$ cat src/logic/aff_map.svh
// Purpose: register offsets, field positions and reset values of the fault block
// Assumes: 8-bit register address, 16-bit register data
// Notes: definitions only
`ifndef AFF_MAP_SVH
`define AFF_MAP_SVH

`define AFF_ADDR_RAW 8'h2d
`define AFF_ADDR_SUBST 8'h2e
`define AFF_ADDR_INJECT 8'h2f
`define AFF_RESET_WORD 16'h0000
`define AFF_SUB_DATA_EN 15
`define AFF_SUB_OFST_EN 14
`define AFF_SUB_GND_DIS 13
`define AFF_SUB_DATA_HI 11
`define AFF_RAW_PAD 4'h0
`define AFF_CODE_MAX 13'h0fff
`define AFF_CODE_MIN 13'h0000
`define AFF_NUM_DIAG 3'h5
`define AFF_CRC_RESET 8'h00

`endif

$ cat src/logic/aff_pkg.sv
// Purpose: shared types of the adc bypass and fault injection block
// Assumes: five diagnostic channels, 12-bit conversions
// Notes: inject struct follows the register bit layout msb first
package aff_pkg;

    typedef logic [4:0][11:0] aff_chan_t;

    typedef struct packed {
        logic result_substitute_enable;
        logic offset_substitute_enable;
        logic ground_discharge_disable;
        logic [11:0] bypass_data;
    } aff_subst_s;

    typedef struct packed {
        logic checksum_fault_inject;
        logic reference_fault_inject;
        logic overtemp_error_inject;
        logic overtemp_warning_inject;
        logic [1:0] spare;
        logic output_node_high_inject;
        logic output_node_low_inject;
        logic zero_tc_node_high_inject;
        logic zero_tc_node_low_inject;
        logic core_supply_high_inject;
        logic core_supply_low_inject;
        logic main_supply_high_inject;
        logic main_supply_low_inject;
        logic reference_level_high_inject;
        logic reference_level_low_inject;
    } aff_inject_s;

    typedef struct packed {
        logic valid;
        logic [2:0] channel;
        logic [11:0] data;
    } aff_conv_s;

    typedef struct packed {
        logic ref_fail;
        logic overtemp_error;
        logic overtemp_warning;
    } aff_analog_s;

    typedef struct packed {
        logic ref_fail;
        logic overtemp_error;
        logic overtemp_warning;
        logic [4:0] high_fail;
        logic [4:0] low_fail;
    } aff_fault_s;

    typedef struct packed {
        aff_subst_s subst;
        aff_inject_s inject;
        logic [11:0] raw;
        aff_conv_s result;
        aff_chan_t readback;
        logic [4:0] meas_high;
        logic [4:0] meas_low;
        aff_fault_s fault;
        logic [7:0] crc;
        logic [15:0] rdata;
        logic rvalid;
    } aff_state_s;

    typedef struct packed {
        logic [2:0] s1;
        logic [2:0] s2;
        logic [2:0] s3;
        logic [2:0] level;
    } aff_sync_s;

endpackage : aff_pkg

$ cat src/logic/aff_pin_sync.sv
// Purpose: brings the analog monitor levels into the clock domain
// Assumes: inputs are slow levels from the analog monitors
// Notes: a change counts once stages two and three agree
`timescale 1ns/1ps
`include "aff_map.svh"

module aff_pin_sync (
    // clock and reset
    input wire logic clk,
    input wire logic srst,
    // levels
    input wire aff_pkg::aff_analog_s async_in,
    output aff_pkg::aff_analog_s sync_out
);
    import aff_pkg::*;

    aff_sync_s st;
    aff_sync_s next_st;

    always_comb begin
        next_st = st;
        next_st.s1 = async_in;
        next_st.s2 = st.s1;
        next_st.s3 = st.s2;
        // stage one is never looked at here, only stage two and three
        if (st.s2 == st.s3) begin
            next_st.level = st.s3;
        end
    end

    always_ff @(posedge clk) begin
        if (srst) begin
            st <= '0;
        end else begin
            st <= next_st;
        end
    end

    assign sync_out = st.level;

endmodule : aff_pin_sync

$ cat src/logic/aff_result_select.sv
// Purpose: picks the corrected conversion result from raw, offset and bypass
// Assumes: offset values are 12-bit two's complement
// Notes: purely combinational, registered by the caller
`timescale 1ns/1ps
`include "aff_map.svh"

module aff_result_select (
    // inputs
    input wire logic [11:0] raw,
    input wire logic [11:0] offset_value,
    input wire aff_pkg::aff_subst_s subst,
    // result
    output logic [11:0] result
);
    import aff_pkg::*;

    // saturate rather than wrap: a wrapped code would fake a limit fault
    function automatic logic [11:0] aff_add_offset(input logic [11:0] code,
                                                   input logic [11:0] ofs);
        logic signed [13:0] sum;
        sum = $signed({2'b00, code}) + $signed({{2{ofs[11]}}, ofs});
        if (sum < $signed({1'b0, `AFF_CODE_MIN})) begin
            aff_add_offset = 12'(`AFF_CODE_MIN);
        end else if (sum > $signed({1'b0, `AFF_CODE_MAX})) begin
            aff_add_offset = 12'(`AFF_CODE_MAX);
        end else begin
            aff_add_offset = sum[11:0];
        end
    endfunction : aff_add_offset

    always_comb begin
        if (subst.result_substitute_enable) begin
            result = subst.bypass_data; // RULE3 RULE4
        end else if (subst.offset_substitute_enable) begin
            result = aff_add_offset(raw, subst.bypass_data); // RULE7 RULE8
        end else begin
            result = aff_add_offset(raw, offset_value);
        end
    end

endmodule : aff_result_select

$ cat src/logic/aff_fault_ctrl.sv
// Purpose: adc bypass, raw result capture and safety fault injection
// Assumes: register port from the serial framer, one conversion strobe per result
// Notes: all outputs come from flops; fault outputs are levels
`timescale 1ns/1ps
`include "aff_map.svh"

//
// Overview of operation
// [RULE1] raw 12-bit result lands in low field of raw register, no offset, top zero
// [RULE2] raw register always shows converter output, never bypass data
// [RULE3] data substitute enable uses bypass value as result, offset ignored
// [RULE4] both substitute enables set: only data substitution applies
// [RULE5] substituted value goes to channel readback and is checked against limits
// [RULE6] host sets at most one of the two substitute enables
// [RULE7] offset substitute enable uses bypass value instead of offset register
// [RULE8] bypass value taken as signed twos complement for offset substitution
// [RULE9] ground sampling between conversions unless disable bit is set
// [RULE10] checksum inject inverts every bit of the outgoing crc byte
// [RULE11] reference inject raises reference failure like the monitor would
// [RULE12] overtemp error inject raises the over-temperature error
// [RULE13] overtemp warning inject raises the temperature warning
// [RULE14] two bits force high and low failure on output node channel
// [RULE15] two bits force high and low failure on zero-tc node channel
// [RULE16] two bits force high and low failure on core supply channel
// [RULE17] two bits force high and low failure on main supply channel
// [RULE18] two bits force high and low failure on reference channel
// [RULE19] reset clears all inject bits, substitute enables and ground disable
// [RULE20] forced faults feed normal fault outputs and hold while bit is set
module aff_fault_ctrl (
    // clock and reset
    input wire logic clk,
    input wire logic srst,
    // register port
    input wire logic reg_wr,
    input wire logic reg_rd,
    input wire logic [7:0] reg_addr,
    input wire logic [15:0] reg_wdata,
    output logic [15:0] reg_rdata,
    output logic reg_rvalid,
    // conversion from the sequencer
    input wire aff_pkg::aff_conv_s conv_in,
    input wire logic [11:0] offset_value,
    output logic gnd_sample_enable,
    output aff_pkg::aff_conv_s result_out,
    output aff_pkg::aff_chan_t readback,
    // limits per diagnostic channel
    input wire aff_pkg::aff_chan_t limit_high,
    input wire aff_pkg::aff_chan_t limit_low,
    // analog monitors and fault outputs
    input wire aff_pkg::aff_analog_s monitor_in,
    output aff_pkg::aff_fault_s fault_out,
    // checksum byte towards the serial output
    input wire logic [7:0] crc_in,
    output logic [7:0] crc_out
);
    import aff_pkg::*;

    aff_state_s st;
    aff_state_s next_st;
    aff_analog_s monitor_sync;
    logic [11:0] corrected;

    ////////////////////////////////////////////////////////////////////////////
    // helpers

    // channel index 4 is the output node, 0 the reference
    function automatic logic [4:0] aff_inj_high(input aff_inject_s inj);
        aff_inj_high = {inj.output_node_high_inject, inj.zero_tc_node_high_inject,
                        inj.core_supply_high_inject, inj.main_supply_high_inject,
                        inj.reference_level_high_inject};
    endfunction : aff_inj_high

    function automatic logic [4:0] aff_inj_low(input aff_inject_s inj);
        aff_inj_low = {inj.output_node_low_inject, inj.zero_tc_node_low_inject,
                       inj.core_supply_low_inject, inj.main_supply_low_inject,
                       inj.reference_level_low_inject};
    endfunction : aff_inj_low

    function automatic logic aff_is_diag(input logic [2:0] ch);
        aff_is_diag = (ch < `AFF_NUM_DIAG);
    endfunction : aff_is_diag

    ////////////////////////////////////////////////////////////////////////////
    // sub blocks

    aff_pin_sync u_sync (
        .clk(clk),
        .srst(srst),
        .async_in(monitor_in),
        .sync_out(monitor_sync)
    );

    aff_result_select u_select (
        .raw(conv_in.data),
        .offset_value(offset_value),
        .subst(st.subst),
        .result(corrected)
    );

    ////////////////////////////////////////////////////////////////////////////
    // next state

    always_comb begin
        next_st = st;
        next_st.rvalid = 1'b0;
        next_st.result.valid = 1'b0;

        // register writes; raw register is read only
        if (reg_wr) begin
            unique case (reg_addr)
                `AFF_ADDR_SUBST: begin
                    next_st.subst.result_substitute_enable = reg_wdata[`AFF_SUB_DATA_EN];
                    next_st.subst.offset_substitute_enable = reg_wdata[`AFF_SUB_OFST_EN];
                    next_st.subst.ground_discharge_disable = reg_wdata[`AFF_SUB_GND_DIS];
                    next_st.subst.bypass_data = reg_wdata[`AFF_SUB_DATA_HI:0];
                end
                `AFF_ADDR_INJECT: begin
                    next_st.inject = reg_wdata;
                end
                default: begin
                end
            endcase
        end

        // reads answer one cycle later; unmapped reads as zero
        if (reg_rd) begin
            next_st.rvalid = 1'b1;
            unique case (reg_addr)
                `AFF_ADDR_RAW: begin
                    next_st.rdata = {`AFF_RAW_PAD, st.raw}; // RULE1
                end
                `AFF_ADDR_SUBST: begin
                    next_st.rdata = {st.subst.result_substitute_enable,
                                     st.subst.offset_substitute_enable,
                                     st.subst.ground_discharge_disable,
                                     1'b0, st.subst.bypass_data};
                end
                `AFF_ADDR_INJECT: begin
                    next_st.rdata = st.inject;
                end
                default: begin
                    next_st.rdata = `AFF_RESET_WORD;
                end
            endcase
        end

        // conversion: raw keeps the converter value, result may be substituted
        if (conv_in.valid) begin
            next_st.raw = conv_in.data; // RULE1 RULE2
            next_st.result.valid = 1'b1;
            next_st.result.channel = conv_in.channel;
            next_st.result.data = corrected; // RULE3 RULE4 RULE7
            if (aff_is_diag(conv_in.channel)) begin
                next_st.readback[conv_in.channel] = corrected; // RULE5
                next_st.meas_high[conv_in.channel] =
                    corrected > limit_high[conv_in.channel]; // RULE5
                next_st.meas_low[conv_in.channel] =
                    corrected < limit_low[conv_in.channel]; // RULE5
            end
        end

        // forced faults merge with measured ones and hold while set
        next_st.fault.ref_fail =
            monitor_sync.ref_fail | st.inject.reference_fault_inject; // RULE11 RULE20
        next_st.fault.overtemp_error =
            monitor_sync.overtemp_error | st.inject.overtemp_error_inject; // RULE12
        next_st.fault.overtemp_warning =
            monitor_sync.overtemp_warning | st.inject.overtemp_warning_inject; // RULE13
        // RULE14 RULE15 RULE16 RULE17 RULE18
        next_st.fault.high_fail = next_st.meas_high | aff_inj_high(st.inject);
        next_st.fault.low_fail = next_st.meas_low | aff_inj_low(st.inject);

        // inverting the whole byte guarantees the host sees a mismatch
        next_st.crc = st.inject.checksum_fault_inject ? ~crc_in : crc_in; // RULE10
    end

    ////////////////////////////////////////////////////////////////////////////
    // state register

    always_ff @(posedge clk) begin
        if (srst) begin
            st <= '0; // RULE19
        end else begin
            st <= next_st;
        end
    end

    assign reg_rdata = st.rdata;
    assign reg_rvalid = st.rvalid;
    assign result_out = st.result;
    assign readback = st.readback;
    assign fault_out = st.fault;
    assign crc_out = st.crc;
    // ground sampling runs by default so crosstalk stays low
    assign gnd_sample_enable = ~st.subst.ground_discharge_disable; // RULE9
endmodule : aff_fault_ctrl

$ cat config.mk
export PLATFORM = sky130hd
export DESIGN_NAME = aff_fault_ctrl
export DESIGN_NICKNAME = d
export VERILOG_FILES = /design/src/logic/aff_pkg.sv /design/src/logic/aff_pin_sync.sv /design/src/logic/aff_result_select.sv /design/src/logic/aff_fault_ctrl.sv
export VERILOG_INCLUDE_DIRS = /design/src /design/src/logic
export SDC_FILE = /design/constraint.sdc
export NUM_CORES = 1
export LEC_CHECK = 0
export BUFFER_PORTS_ARGS = -buffer_cell sky130_fd_sc_hd__buf_2
export CORE_MARGIN = 1
export CORE_UTILIZATION = 53
export DETAILED_ROUTE_END_ITERATION = 16
export PLACE_DENSITY = 0.81
export SYNTH_ARGS = -nofsm -noshare
export SYNTH_HDL_FRONTEND = slang
export SYNTH_SLANG_ARGS = --single-unit
$ cat constraint.sdc
create_clock -name clk -period 6.2 [get_ports clk]
set_input_delay 1.24 -clock clk [delete_from_list [all_inputs] [get_ports clk]]
set_output_delay 1.24 -clock clk [all_outputs]
set_load 0.02 [all_outputs]
==> run_results.csv <==
group,metric,value,unit
run_status,outcome,"completed",
place,place_area,0.01144,mm2
die,dieWidth,143.2,um
drt,drtAntennaViolNets,0,
final_layout,stdcell_area,0.01204,mm2
drt,routed.top_layer,"met5",
critical_path,worstPathArrival,5.96,ns
final_layout,multiInputGateArea,0.005728,mm2
die,core,0.01953,mm2
global_routing,grt-ovfl-total,0,
clock_network,cts_sinks,179,
clock_network,cts_resized,0,
drt,firstDrtPassIters,5,
clock_network,cts_root_buf,"clkbuf_16",
global_routing,grt_pass1_wl,47.55,mm
power_and_ir_drop,comb_power_share,21.2,%
final_layout,diodes,0,
clock_network,clk_pin_slew_worst_paths,0.08,ns
final_layout,ff_latch_area,0.003583,mm2
drt,finalWirelength,31.62,mm
final_layout,final_util,61.66,%
sta,fin_tns_setup,0,ns
synth,syn_area,0.01056,mm2
place,dp.cells,1634,
sta,worst_slew_pin_slew,1.135,ns
power_and_ir_drop,irDropWorstVdd,0.1530,mV
synth,syn-num-nets,1473,
final_layout,area_growth,13.99,%
drt,num_vias,9592,
power_and_ir_drop,p_leak,5.249,nW
sta,fin_crit,5.606,ns
sta,final-setup-viol-count,0,
synth,synth_top_cell_by_area,"dfxtp_1",
sta,rsz0062_at_grt,"no",
sta,relSlewSlack,24.03,%
power_and_ir_drop,switching_share,30.59,%
drt,route.met3.wl,2.434,mm
synth,synth.distinct_cells,64,
global_routing,grt_usage,30.59,%
clock_network,ctsHoldBuffers,0,
synth,ys_warn_count,0,
critical_path,crit_fanout,10,
synth,yosysSeqAreaShare,33.93,%
synth,synth_top_flop_cell,"dfxtp_1",
synth,netlist.area_leader.share,33.93,%
clock_network,cts_setup_buffers,0,
critical_path,cp-start-kind,"input pin",
sta,fmax,0.1784,GHz
sta,skew,0.01428,ns
drt,wl_met2,14.54,mm
clock_network,cts_made_buffers,17,
sta,final_hold_viol_count,0,
synth,synthArstFlopShare,0,%
die,rows,51,
clock_network,cts_max_level,4,
place,numPortBuffers,301,
flow_run,maxCapViolations,0,
critical_path,critPathKind,"input pin to flip-flop",
power_and_ir_drop,switching_power,0.0009011,W
die,die_h,143.2,um
min_path,min_path_type,"flip-flop to flip-flop",
global_routing,grt_pass1_vias,8709,
final_layout,fill_cells,1763,
final_layout,stdcell_count,1666,
synth,ys_ff_latch,179,
critical_path,endpoint_kind,"flip-flop",
drt,wl_met1,13.60,mm
global_routing,grt_max_degree,102,
drt,drc,0,
drt,wl_per_cell,18.98,um
global_routing,antenna_found_initial,1,
die,start_util,54.09,%
final_layout,mostFrequentLayoutCell,"buf_2",
final_layout,fin_nets,1626,
sta,period_share,90.42,%
clock_network,cts.path.max_buffers,2,
synth,avgSynthCellArea,8.553,um2
power_and_ir_drop,p_clk_share,37.9,%
power_and_ir_drop,total_power,0.002945,W
die,pin_count,302,
power_and_ir_drop,power.density,244.6,mW/mm2
final_layout,final_cell_mix,"buf_2 (300), dfxtp_1 (179), nor2_1 (143)",
clock_network,cts_tree,"built",
final_layout,drive_gt1_share,29.19,%
synth,synth_cells,1235,
place,dp_hpwl,23.52,mm
synth,synth_edf_count,0,
critical_path,required,6.55,ns
die,die-area,0.02050,mm2
drt,avgViaCountPerCell,5.758,
place,gp_congestion,0.9141,
power_and_ir_drop,seq_power_share,40.9,%
power_and_ir_drop,p_int,0.002044,W
drt,drt_iter0_drc,739,
clock_network,clock_latency,0.44,ns
sta,maxSlewViolCount,0,
synth,synth.top_cells.by_area,"dfxtp_1 (34%), buf_4 (8.1%), ha_1 (5.8%)",
==> worst max-delay path, stage by stage <==
cell	delay [ns]
buf_2	0.12
ha_1	0.24
inv_1	0.08
fa_1	0.22
nor2b_1	0.07
o31a_1	0.28
o31a_1	0.30
o41ai_4	0.44
or3_1	0.33
nand3_1	0.15
a221oi_2	0.34
inv_1	0.12
ha_1	0.32
a21o_1	0.16
a21o_1	0.16
a21oi_1	0.13
o21ai_0	0.12
o41ai_1	0.43
nor2_1	0.10
a21o_1	0.33
a211oi_1	0.27
==> layer usage <==
layer | vias to the layer above | GRT usage [%]
met5 | - | 0
met4 | 2 | 12.39
met3 | 79 | 6.740
met2 | 408 | 48.34
met1 | 4486 | 40.26
li1 | 4617 | -
==> power groups by stage <==
stage | Clock, W | Sequential, W | Combinational [W]
floorplan | 0 | 0.00123 | 0.000427
global placement | 0 | 0.00123 | 0.000609
detailed placement | 0 | 0.00123 | 0.000615
CTS | 0.00112 | 0.00120 | 0.000619
global route | 0.00117 | 0.00121 | 0.000682
finish | 0.00112 | 0.00120 | 0.000625
==> cell usage after synthesis (3+ instances only) <==
library cell and count:
a22oi_1 22, a221oi_2 7, a22o_1 15, o31a_1 5, mux4_2 22, mux2i_1 25
xnor2_1 15, o31ai_1 12, a31oi_1 6, o211ai_1 5, o21ai_0 42, ha_1 49
a21oi_1 90, mux2_2 12, o21a_1 6, inv_1 33, a21o_1 16, nor3_1 14
buf_4 114, and3_1 3, buf_1 7, nand2b_1 11, nand4_1 5, xor2_1 12
nand2_1 105, or3_1 4, nor2b_1 27, dfxtp_1 179, o221ai_1 5, a211oi_1 71
nand3_1 38, clkbuf_1 66, nor2_1 143, a311oi_1 7, or2_2 4
==> through the flow <==
stage | setup slack, ns | hold WS [ns]
3_5_place_dp | 0.2221 | 0.4330
6_report | 0.5938 | 0.4481
2_1_floorplan | 0.6820 | 0.4138
3_3_place_gp | 0.3673 | 0.4258
5_1_grt | 0.2715 | 0.4668
4_1_cts | 0.6606 | 0.4569
==> logic make-up (layout without fill, tap and decap cells) <==
group                    count (synthesis)  in the layout  share of synthesized area, %
AND/OR/NAND/NOR                        364            364                         15.23
AO/OA/AOI/OAI                          332            332                         22.00
buffers and inverters                  222            388                         11.95
flip-flops                             179            179                         33.93
multiplexers                            60             60                         8.470
adder cells (fa/ha/maj)                 51             51                         6.183
XOR/XNOR                                27             27                         2.239
==> cell type report <==
class	count	share of cell area, %
multi-input cells	834	47.57
clock inverters	11	1.102
well taps	265	2.754
clock buffers	21	3.907
flip-flops and latches	179	29.76
inverters	34	1.060
repair buffers	322	13.84
==> path summary, 6_finish.rpt <==
path | end | from | cells past startpoint | slack (ns)
worst min register to register | u_sync.next_st[5]$_SDFF_PP0_ | u_sync.next_st[8]$_SDFF_PP0_ | 1 | 0.45
worst max-delay path | st[40]$_SDFF_PP0_ | conv_in[0] | 21 | 0.59
worst max register to register | st[40]$_SDFF_PP0_ | st[152]$_SDFFE_PP0P_ | 21 | 1.11
worst min-delay path | u_sync.next_st[5]$_SDFF_PP0_ | u_sync.next_st[8]$_SDFF_PP0_ | 1 | 0.45
(Power assumes the default switching activity.)
